===== config.mk =====
export PLATFORM = sky130hd
export DESIGN_NAME = valve_position_safety_monitor
export DESIGN_NICKNAME = d
export VERILOG_FILES = /design/src/design/valve_monitor_pkg.sv /design/src/design/valve_position_safety_monitor.sv
export VERILOG_INCLUDE_DIRS = /design/src /design/src/design
export SDC_FILE = /design/constraint.sdc
export NUM_CORES = 1
export LEC_CHECK = 0
export BUFFER_PORTS_ARGS = -buffer_cell sky130_fd_sc_hd__buf_2
export CAP_MARGIN = 10
export CORE_ASPECT_RATIO = 1.4
export CORE_MARGIN = 2
export CORE_UTILIZATION = 62
export DETAILED_ROUTE_END_ITERATION = 10
export HOLD_SLACK_MARGIN = 0.15
export PLACE_DENSITY = 0.81
export SLEW_MARGIN = 0
export SYNTH_ARGS = -nofsm -noshare
export SYNTH_HDL_FRONTEND = slang
export SYNTH_SLANG_ARGS = --single-unit

===== constraint.sdc =====
create_clock -name ref_clk_in -period 8.2 [get_ports ref_clk_in]
set_clock_uncertainty 0.15 [all_clocks]
set_input_delay 0.41 -clock ref_clk_in [delete_from_list [all_inputs] [get_ports ref_clk_in]]
set_output_delay 0.41 -clock ref_clk_in [all_outputs]
set_load 0.02 [all_outputs]

===== src/design/valve_monitor_params.svh =====
// Constants for the valve position safety monitor: timings, selector codes,
// register offsets and field positions.
// Assumes a 20 MHz system clock; times are in ms, counts derived in the top.
`ifndef VALVE_MONITOR_PARAMS_SVH
`define VALVE_MONITOR_PARAMS_SVH

// ==========================================================================
// Timing
`define CLK_KHZ         20000
`define REACT_BASE_MS   500
`define REACT_STEP_MS   110
`define RESET_MAX_MS    3000
`define CONTACTOR_MS    100
`define DISCREP_MS      100
`define FLASH_ON_MS     500
`define FLASH_OFF_MS    50
`define FLASH_GAP_MS    2000

// ==========================================================================
// Selector codes
`define SEL_MAX         4'h9
`define MODE_INVALID    4'h9
`define MODE_CONT_MIN   4'h3
`define MODE_REINF_MIN  4'h6
`define WIRING_KINDS    4'h3
`define WIRING_A_NO     4'h1
`define WIRING_BOTH_NO  4'h2

// ==========================================================================
// Registers
`define CTRL_ADDR       4'h0
`define STATUS_ADDR     4'h4
`define CTRL_RESET      8'h00
`define CTRL_REACT_RANGE 3:0
`define CTRL_MODE_RANGE  7:4

`endif


===== src/design/valve_monitor_pkg.sv =====
// Types shared by the valve position safety monitor.
// Assumes the params header is included by the design files.
package valve_monitor_pkg;
  typedef logic [3:0]  wb_adr_t;   // Word byte address
  typedef logic [31:0] wb_data_t;  // Bus data word
  // Supervision states, one-hot
  typedef enum logic [5:0] {
    ST_IDLE   = 6'h01,
    ST_READY  = 6'h02,
    ST_ACTIVE = 6'h04,
    ST_HELD   = 6'h08,
    ST_RETURN = 6'h10,
    ST_LOCK   = 6'h20
  } mon_state_e;
  // Stored fault; the value is also the flash pulse count
  typedef enum logic [2:0] {
    FLT_NONE      = 3'h0,
    FLT_START     = 3'h1,
    FLT_SEQUENCE  = 3'h2,
    FLT_RETURN    = 3'h3,
    FLT_CONTACTOR = 3'h4,
    FLT_DISCREP   = 3'h5,
    FLT_CONFIG    = 3'h6
  } fault_e;
  // Lamp flash phases, one-hot
  typedef enum logic [2:0] {
    FL_ON  = 3'h1,
    FL_OFF = 3'h2,
    FL_GAP = 3'h4
  } flash_e;
endpackage


===== src/design/valve_position_safety_monitor.sv =====
// Valve position safety monitor: relay supervision, fault lockout, lamps,
// status pair and a classic Wishbone slave for selectors and status.
// Assumes all inputs are already synchronous to ref_clk_in.
//
// Chosen here: the placing of the registers and the Wishbone slave port.
`include "valve_monitor_params.svh"
`timescale 1ns/1ps
`default_nettype none

module valve_position_safety_monitor #(
  parameter int unsigned REACT_BASE_CYC = `REACT_BASE_MS * `CLK_KHZ,
  parameter int unsigned REACT_STEP_CYC = `REACT_STEP_MS * `CLK_KHZ,
  parameter int unsigned RESET_MAX_CYC  = `RESET_MAX_MS * `CLK_KHZ,
  parameter int unsigned CONTACTOR_CYC  = `CONTACTOR_MS * `CLK_KHZ,
  parameter int unsigned DISCREP_CYC    = `DISCREP_MS * `CLK_KHZ,
  parameter int unsigned FLASH_ON_CYC   = `FLASH_ON_MS * `CLK_KHZ,
  parameter int unsigned FLASH_OFF_CYC  = `FLASH_OFF_MS * `CLK_KHZ,
  parameter int unsigned FLASH_GAP_CYC  = `FLASH_GAP_MS * `CLK_KHZ
) (
  input  wire logic                        ref_clk_in,
  input  wire logic                        resetn_in,
  input  wire logic                        wb_cyc_in,
  input  wire logic                        wb_stb_in,
  input  wire logic                        wb_we_in,
  input  wire valve_monitor_pkg::wb_adr_t  wb_adr_in,
  input  wire logic [3:0]                  wb_sel_in,
  input  wire valve_monitor_pkg::wb_data_t wb_dat_in,
  output var  valve_monitor_pkg::wb_data_t wb_dat_out,
  output logic                             wb_ack_out,
  input  wire logic                        start_in,
  input  wire logic                        feedback_a_in,
  input  wire logic                        feedback_b_in,
  input  wire logic                        valve_sensor_a_in,
  input  wire logic                        valve_sensor_b_in,
  input  wire logic                        reset_button_input_in,
  input  wire logic                        contactor_feedback_input_in,
  output logic                             output_relay_a_out,
  output logic                             output_relay_b_out,
  output logic                             status_a_out,
  output logic                             status_b_out,
  output logic                             valve_lamp_out,
  output logic                             health_lamp_out,
  output logic                             relay_lamp_out
);
  import valve_monitor_pkg::*;

  // ========================================================================
  // Helpers
  // Contact level to "valve at home", NO contacts are inverted
  function automatic logic at_home(input logic contact, input logic is_no);
    at_home = contact ^ is_no;
  endfunction

  // Saturating counter step
  function automatic logic [31:0] sat_inc(input logic [31:0] v);
    sat_inc = (v == 32'hFFFF_FFFF) ? v : v + 32'h0000_0001;
  endfunction

  // ========================================================================
  // Storage
  logic [7:0]  ctrl_reg;           // Reaction and mode selectors
  mon_state_e  state_reg;          // Supervision state
  mon_state_e  state_next;
  fault_e      fault_reg;          // Stored fault
  fault_e      fault_next;
  logic [31:0] tmr_reg;            // Reaction timer
  logic [31:0] tmr_next;
  logic [31:0] btn_cnt_reg;        // Reset button hold time
  logic [31:0] cfb_cnt_reg;        // Contactor mismatch time
  logic [31:0] dis_cnt_reg;        // Feedback channel disagreement time
  logic        start_d_reg;        // Start, one cycle late
  logic        btn_d_reg;          // Button, one cycle late
  logic        relay_reg;          // Both relays share one drive
  logic        relay_next;
  flash_e      fl_state_reg;       // Flash phase
  flash_e      fl_state_next;
  logic [31:0] fl_cnt_reg;         // Flash phase timer
  logic [31:0] fl_cnt_next;
  logic [2:0]  fl_left_reg;        // Pulses left in this sequence
  logic [2:0]  fl_left_next;
  logic        status_a_reg;
  logic        status_b_reg;
  logic        valve_lamp_reg;
  logic        health_lamp_reg;
  logic        ack_reg;
  wb_data_t    dat_reg;

  // ========================================================================
  // Selector decode
  wire [3:0] react_sel  = ctrl_reg[`CTRL_REACT_RANGE];
  wire [3:0] mode_sel   = ctrl_reg[`CTRL_MODE_RANGE];
  wire [3:0] wiring     = mode_sel % `WIRING_KINDS;
  wire       b_no       = (wiring == `WIRING_BOTH_NO);
  wire       a_no       = b_no | (wiring == `WIRING_A_NO);
  // Modes 9 and up and reaction codes past 9 are refused outright
  wire       config_bad = (mode_sel >= `MODE_INVALID) |
                          (react_sel > `SEL_MAX);
  wire       continuous = (mode_sel >= `MODE_CONT_MIN);
  wire       reinforce  = (mode_sel >= `MODE_REINF_MIN) &
                          ~config_bad;
  // Limit grows 0.11 s per selector step from 0.5 s
  wire [31:0] react_limit = 32'(REACT_BASE_CYC +
                                react_sel * REACT_STEP_CYC);

  // ========================================================================
  // Input decode
  wire sense_a    = at_home(valve_sensor_a_in, a_no);
  wire sense_b    = at_home(valve_sensor_b_in, b_no);
  wire valve_home = sense_a & sense_b;
  wire valve_end  = ~sense_a & ~sense_b;
  wire fb_closed  = feedback_a_in & feedback_b_in;
  wire start_rise = start_in & ~start_d_reg;
  // NC contactor contacts read closed while the relays are off
  wire cfb_mismatch = reinforce &
                      (contactor_feedback_input_in == relay_reg);
  wire cfb_timeout  = (cfb_cnt_reg >= CONTACTOR_CYC);
  wire dis_timeout  = (dis_cnt_reg >= DISCREP_CYC);
  wire react_over   = (tmr_reg >= react_limit);
  wire fault_any    = (fault_reg != FLT_NONE);
  wire internal     = (fault_reg == FLT_DISCREP) |
                      (fault_reg == FLT_CONFIG);
  // A short press released with every input at rest clears the lockout
  wire btn_release  = btn_d_reg & ~reset_button_input_in;
  wire reset_ok     = btn_release & (btn_cnt_reg < RESET_MAX_CYC) &
                      ~start_in & fb_closed & valve_home &
                      ~cfb_mismatch & ~config_bad;

  // ========================================================================
  // Supervision state machine
  always_comb begin
    state_next = state_reg;
    fault_next = fault_reg;
    unique case (state_reg)
      ST_IDLE: begin
        // Power-up and cycle start both wait for full rest
        if (fb_closed & ~start_in & valve_home) begin
          state_next = ST_READY;
        end
      end
      ST_READY: begin
        if (~fb_closed | ~valve_home) begin
          state_next = ST_IDLE;
        end else if (start_rise) begin
          state_next = ST_ACTIVE;
        end
      end
      ST_ACTIVE: begin
        // First activation: valve must reach its end position in time
        if (~fb_closed) begin
          state_next = ST_RETURN;
        end else if (~start_in) begin
          state_next = ST_LOCK;
          fault_next = FLT_SEQUENCE;
        end else if (valve_end) begin
          state_next = ST_HELD;
        end else if (react_over) begin
          state_next = ST_LOCK;
          fault_next = FLT_START;
        end
      end
      ST_HELD: begin
        if (~fb_closed) begin
          state_next = ST_RETURN;
        end else if (continuous & ~start_in) begin
          state_next = ST_RETURN;
        end else if (continuous & ~valve_end) begin
          state_next = ST_LOCK;
          fault_next = FLT_SEQUENCE;
        end
      end
      ST_RETURN: begin
        // Cycle end: valve must be back home in time
        if (valve_home) begin
          state_next = ST_IDLE;
        end else if (react_over) begin
          state_next = ST_LOCK;
          fault_next = FLT_RETURN;
        end
      end
      ST_LOCK: begin
        if (reset_ok) begin
          state_next = ST_IDLE;
          fault_next = FLT_NONE;
        end
      end
      default: begin
        // Corrupt code: fail safe
        state_next = ST_LOCK;
        fault_next = FLT_CONFIG;
      end
    endcase
    // Monitors outside the sequence override it
    if (state_reg != ST_LOCK) begin
      if (config_bad) begin
        state_next = ST_LOCK;
        fault_next = FLT_CONFIG;
      end else if (dis_timeout) begin
        state_next = ST_LOCK;
        fault_next = FLT_DISCREP;
      end else if (cfb_timeout) begin
        state_next = ST_LOCK;
        fault_next = FLT_CONTACTOR;
      end
    end
  end

  // Timer restarts on every state change
  assign tmr_next = (state_next != state_reg) ? 32'h0000_0000 : sat_inc(tmr_reg);
  // Single test lets relays follow start after the check; decided from
  // next state so drop-out takes one clock, far inside 28 ms
  assign relay_next = (state_next == ST_ACTIVE) |
                      ((state_next == ST_HELD) & start_in);

  // State, fault and timer
  always_ff @(posedge ref_clk_in or negedge resetn_in) begin
    if (!resetn_in) begin
      state_reg <= ST_IDLE;
      fault_reg <= FLT_NONE;
      tmr_reg   <= 32'h0000_0000;
      relay_reg <= 1'b0;
    end else begin
      state_reg <= state_next;
      fault_reg <= fault_next;
      tmr_reg   <= tmr_next;
      relay_reg <= relay_next;
    end
  end

  // ========================================================================
  // Watch counters
  // Counters saturate so a stuck input cannot wrap back to healthy
  always_ff @(posedge ref_clk_in or negedge resetn_in) begin
    if (!resetn_in) begin
      start_d_reg <= 1'b0;
      btn_d_reg   <= 1'b0;
      btn_cnt_reg <= 32'h0000_0000;
      cfb_cnt_reg <= 32'h0000_0000;
      dis_cnt_reg <= 32'h0000_0000;
    end else begin
      start_d_reg <= start_in;
      btn_d_reg   <= reset_button_input_in;
      btn_cnt_reg <= reset_button_input_in ? sat_inc(btn_cnt_reg)
                                           : 32'h0000_0000;
      cfb_cnt_reg <= cfb_mismatch ? sat_inc(cfb_cnt_reg)
                                  : 32'h0000_0000;
      dis_cnt_reg <= (feedback_a_in ^ feedback_b_in) ? sat_inc(dis_cnt_reg)
                                                     : 32'h0000_0000;
    end
  end

  // ========================================================================
  // Fault flash sequence: code-many pulses, then a long gap
  always_comb begin
    fl_state_next = fl_state_reg;
    fl_cnt_next   = fl_cnt_reg + 32'h0000_0001;
    fl_left_next  = fl_left_reg;
    if (!fault_any) begin
      // Idle in gap so a new fault starts with a clean pause
      fl_state_next = FL_GAP;
      fl_cnt_next   = 32'h0000_0000;
    end else begin
      unique case (fl_state_reg)
        FL_ON: begin
          if (fl_cnt_reg >= FLASH_ON_CYC - 1) begin
            fl_state_next = FL_OFF;
            fl_cnt_next   = 32'h0000_0000;
          end
        end
        FL_OFF: begin
          if (fl_cnt_reg >= FLASH_OFF_CYC - 1) begin
            fl_cnt_next = 32'h0000_0000;
            if (fl_left_reg <= 3'h1) begin
              fl_state_next = FL_GAP;
            end else begin
              fl_state_next = FL_ON;
              fl_left_next  = fl_left_reg - 3'h1;
            end
          end
        end
        FL_GAP: begin
          if (fl_cnt_reg >= FLASH_GAP_CYC - 1) begin
            fl_state_next = FL_ON;
            fl_cnt_next   = 32'h0000_0000;
            fl_left_next  = fault_reg;
          end
        end
        default: begin
          fl_state_next = FL_GAP;
          fl_cnt_next   = 32'h0000_0000;
        end
      endcase
    end
  end

  wire flash_lit = (fl_state_reg == FL_ON);

  // Flash registers
  always_ff @(posedge ref_clk_in or negedge resetn_in) begin
    if (!resetn_in) begin
      fl_state_reg <= FL_GAP;
      fl_cnt_reg   <= 32'h0000_0000;
      fl_left_reg  <= 3'h0;
    end else begin
      fl_state_reg <= fl_state_next;
      fl_cnt_reg   <= fl_cnt_next;
      fl_left_reg  <= fl_left_next;
    end
  end

  // ========================================================================
  // Status pair and lamps
  wire start_class  = (fault_reg == FLT_START) | (fault_reg == FLT_SEQUENCE);
  wire return_class = (fault_reg == FLT_RETURN);
  wire stat_a_next  = ~fault_any | start_class;
  wire stat_b_next  = ~fault_any | return_class;
  wire vlamp_next   = fault_any ? flash_lit : valve_home;
  wire hlamp_next   = internal ? flash_lit : 1'b1;

  // Indicator registers
  always_ff @(posedge ref_clk_in or negedge resetn_in) begin
    if (!resetn_in) begin
      status_a_reg    <= 1'b1;
      status_b_reg    <= 1'b1;
      valve_lamp_reg  <= 1'b0;
      health_lamp_reg <= 1'b1;
    end else begin
      status_a_reg    <= stat_a_next;
      status_b_reg    <= stat_b_next;
      valve_lamp_reg  <= vlamp_next;
      health_lamp_reg <= hlamp_next;
    end
  end

  assign output_relay_a_out = relay_reg;
  assign output_relay_b_out = relay_reg;
  assign relay_lamp_out     = relay_reg;
  assign status_a_out       = status_a_reg;
  assign status_b_out       = status_b_reg;
  assign valve_lamp_out     = valve_lamp_reg;
  assign health_lamp_out    = health_lamp_reg;

  // ========================================================================
  // Wishbone slave: one wait state, writes land on the acknowledge edge
  wire      wb_req    = wb_cyc_in & wb_stb_in;
  wire      wb_hit    = wb_req & ~ack_reg;
  wire      sel_ctrl  = (wb_adr_in == `CTRL_ADDR);
  wire      sel_stat  = (wb_adr_in == `STATUS_ADDR);
  wire      ctrl_wr   = wb_req & ack_reg & wb_we_in & sel_ctrl & wb_sel_in[0];
  wire [31:0] status_word = {11'h000, cfb_mismatch, fb_closed, valve_end,
                             valve_home, relay_reg, 5'h00, fault_reg,
                             2'h0, state_reg};
  // Unmapped addresses answer with zero
  wire [31:0] rd_mux = sel_ctrl ? {24'h00_0000, ctrl_reg} :
                       sel_stat ? status_word : 32'h0000_0000;

  // Bus registers
  always_ff @(posedge ref_clk_in or negedge resetn_in) begin
    if (!resetn_in) begin
      ack_reg  <= 1'b0;
      dat_reg  <= 32'h0000_0000;
      ctrl_reg <= `CTRL_RESET;
    end else begin
      ack_reg <= wb_hit;
      if (wb_hit) begin
        dat_reg <= rd_mux;
      end
      if (ctrl_wr) begin
        ctrl_reg <= wb_dat_in[7:0];
      end
    end
  end

  assign wb_ack_out = ack_reg;
  assign wb_dat_out = dat_reg;

endmodule // valve_position_safety_monitor

`default_nettype wire


==> impl_metrics.py <==
metrics = {
    "cts": {
        "cts.sinks": 207,
        "htreeDepth": 1,
        "insertion_delay_ns": 0.50,
        "path_clk_slew_ns": 0.06,
        "post_cts_buffers": 0,
        "cts_buffers": 21,
        "cts-root-buf": "clkbuf_16",
        "cts_tree": "yes",
        "clockBufferDepth": 3,
    },
    "global_routing": {
        "grt_pass1_wl_mm": 48.0,
        "grt_util_all_layers_pct": 25.2,
        "antenna_found_initial": 0,
        "grt_pass1_vias": 10200,
        "grt_max_degree": 79,
        "overflow": 0,
    },
    "sta": {
        "maxSlewHeadroom_pct": 34.0,
        "worst_pin_slew_ns": 0.989,
        "finalMaxSlewViolations": 0,
        "hold_viol": 0,
        "fin_tns_setup_ns": 0,
        "timing.final.crit_share_pct": 92.0,
        "clock.fmax_mhz": 133,
        "setup_viol": 0,
        "rsz0062_at_grt": "false",
        "fin_crit_ns": 7.54,
    },
    "drt": {
        "drt-total-wl_mm": 28.8,
        "drc_errors": 0,
        "drtAntennaViolNets": 0,
        "wire_per_inst_um": 16.5,
        "vias": 10600,
        "first_pass_iters": 5,
        "vias_per_cell": 6.06,
        "drt_iter0_drc": 729,
    },
    "logic_synthesis": {
        "synth_seq_cells": 207,
        "syn_area_um2": 13400,
        "synthTopCellsByArea": "dfrtp_1 38%, xnor2_1 6.2%, xor2_1 5.4%",
        "yosysSeqAreaShare_pct": 38.7,
        "synth_cells": 1429,
        "synth_edf_count": 0,
        "synth_top_area_share_pct": 37.7,
        "yosysUniqueCellTypes": 89,
        "yosysTopAreaCell": "dfrtp_1",
        "ys.warnings.count": 0,
        "async_flop_share_pct": 100,
        "ys.flop_type": "dfrtp_1",
        "synth.avg_cell_area_um2": 9.37,
    },
    "place": {
        "gp_congestion": 0.913,
        "port_buffers": 48,
        "hpwl_mm": 20.2,
    },
    "worst_setup_path": {
        "path_class": "flip-flop to flip-flop",
        "critPathArrivalTime_ns": 7.79,
        "critPathLaunchType": "flip-flop",
        "ff2ff_setup_slack_ns": 0.66,
        "crit_required_ns": 8.44,
        "endpoint_kind": "flip-flop",
        "crit_path_max_fanout": 19,
    },
    "die": {
        "coreArea_um2": 21200,
        "start_util_pct": 63.2,
        "core.rowCount": 63,
        "die_w_um": 128,
        "ios": 92,
        "die_area_um2": 22800,
        "chipHeight_um": 178,
    },
    "power_and_ir_drop": {
        "p_leak_nw": 6.49,
        "power.share.combinational_pct": 16.0,
        "internal_power_w": 0.00181,
        "peakVddDrop_v": 0.000153,
        "pwr-share-seq_pct": 45.5,
        "powerDensity_nw_per_um2": 172,
        "p_sw_share_pct": 27.8,
        "pwr-share-clk_pct": 38.5,
        "switching_power_w": 0.000697,
    },
    "cells_and_area": {
        "postLayoutCoreUtil_pct": 68.7,
        "fin_nets": 1582,
        "syn_to_final_growth_pct": 8.71,
        "layout_common_cells": "201 x dfrtp_1, 129 x nor2_1, 122 x nand2_1",
        "final_common_cell": "dfrtp_1",
        "drive_gt1_share_pct": 10.8,
    },
    "job": {
        "drv_cap": 0,
    },
    "worst_hold_path": {
        "hp-class": "input pin to asynchronous set/reset pin",
    },
    "outcome": {
        "status": "complete, no violations",
    },
}
==> synth_stat cells, types with 11 or more instances <==
library cell / n
xnor2_1: 95
a31oi_1: 12
dfrtp_1: 202
inv_1: 41
nor4_1: 23
and4_1: 17
and3_1: 31
xor2_1: 83
nor2b_1: 16
ha_1: 57
buf_4: 21
o31ai_1: 11
a211oi_1: 12
nor4_2: 31
and2_1: 72
nor2_1: 129
clkbuf_1: 39
nand4_1: 46
nand3_1: 78
o21ai_0: 31
a21oi_1: 39
nor3_1: 23
nand2_1: 122
==> layer usage <==
metal / track usage (%) / up-vias / wire length [um]
met2: 45.2 / 237 / 15100
met4: 9.39 / 0 / 954
met5: 0 / - / 0
met3: 2.98 / 84 / 979
met1: 31.1 / 5138 / 11700
li1: - / 5130 / -
==> cells by family (layout without fill, tap and decap cells) <==
logic type / after synthesis / after routing / synth area share [%]
flip-flops: 207 / 207 / 38.7
adder cells (fa/ha/maj): 60 / 60 / 5.77
multiplexers: 14 / 14 / 1.12
AND/OR/NAND/NOR: 650 / 650 / 27.1
XOR/XNOR: 179 / 179 / 11.8
buffers and inverters: 110 / 145 / 4.04
AO/OA/AOI/OAI: 208 / 208 / 11.5
other: 1 / 23 / 0.0280
==> worst paths after layout <==
path                                     from             end  cells after the start
worst max-delay path              ctrl_reg[1]     tmr_reg[19]                     21
worst min-delay path                resetn_in  cfb_cnt_reg[7]                      2
worst max register to register    ctrl_reg[1]     tmr_reg[19]                     21
worst min register to register  wb_dat_out[4]   wb_dat_out[4]                      2
max in group asynchronous           resetn_in     ctrl_reg[2]                      3
min in group ref_clk_in         wb_dat_out[4]   wb_dat_out[4]                      2
==> through the flow <==
stage / worst slack [ns] / area, um2 / hold slack [ns] / std cells / total power [W]
final: 0.657 / 14600 / 0.296 / 1746 / 0.00251
after CTS: 0.496 / 14600 / 0.317 / 1745 / 0.00253
after global routing: 0.172 / 14600 / 0.345 / 1745 / 0.00262
after floorplan: 1.57 / 13500 / -0.0356 / 1450 / 0.00145
after global placement: 0.793 / 13700 / 0.278 / 1696 / 0.00154
after detailed placement: 0.550 / 13700 / 0.285 / 1696 / 0.00155
==> power by group through the flow <==
| stage | Sequential [W] | Combinational, W | Clock, W |
|---|---|---|---|
| floorplan | 0.00114 | 0.000305 | 0 |
| global placement | 0.00115 | 0.000386 | 0 |
| detailed placement | 0.00116 | 0.000396 | 0 |
| CTS | 0.00114 | 0.000402 | 0.000986 |
| global route | 0.00115 | 0.000447 | 0.00103 |
| finish | 0.00114 | 0.000400 | 0.000966 |
==> timing repair <==
action | 4_1_cts | 5_1_grt
hold buffers | 11 | 0
endpoints found under the setup margin | 0 | 9
gates resized for setup | 0 | 1
hold endpoints to repair | 75 | 0
==> worst max-delay path, cell delays in order (launching register included) <==
cell	delay (ns)
dfrtp_1	0.67
ha_1	0.49
ha_1	0.35
ha_1	0.31
a21o_1	0.20
a211oi_1	0.35
o21bai_1	0.28
xnor2_1	0.46
a311oi_1	0.30
a211o_1	0.34
a311o_1	0.36
a21oi_1	0.18
xor2_1	0.19
ha_1	0.27
a21o_1	0.19
a2111oi_0	0.47
o31ai_1	0.14
or3_1	0.56
a31oi_1	0.39
o211ai_4	0.27
buf_12	0.26
nor4_2	0.28
==> final cells by class <==
cell class / instances / area (um2)
multi-input cells: 1133 / 7770
fillers: 1667 / 6640
flip-flops and latches: 207 / 5190
clock buffers: 36 / 662
repair buffers: 66 / 424
well taps: 260 / 325
inverters: 41 / 154
clock inverters: 2 / 38.8
diodes: 1 / 2.50
Power figures use the tool's default switching activity.
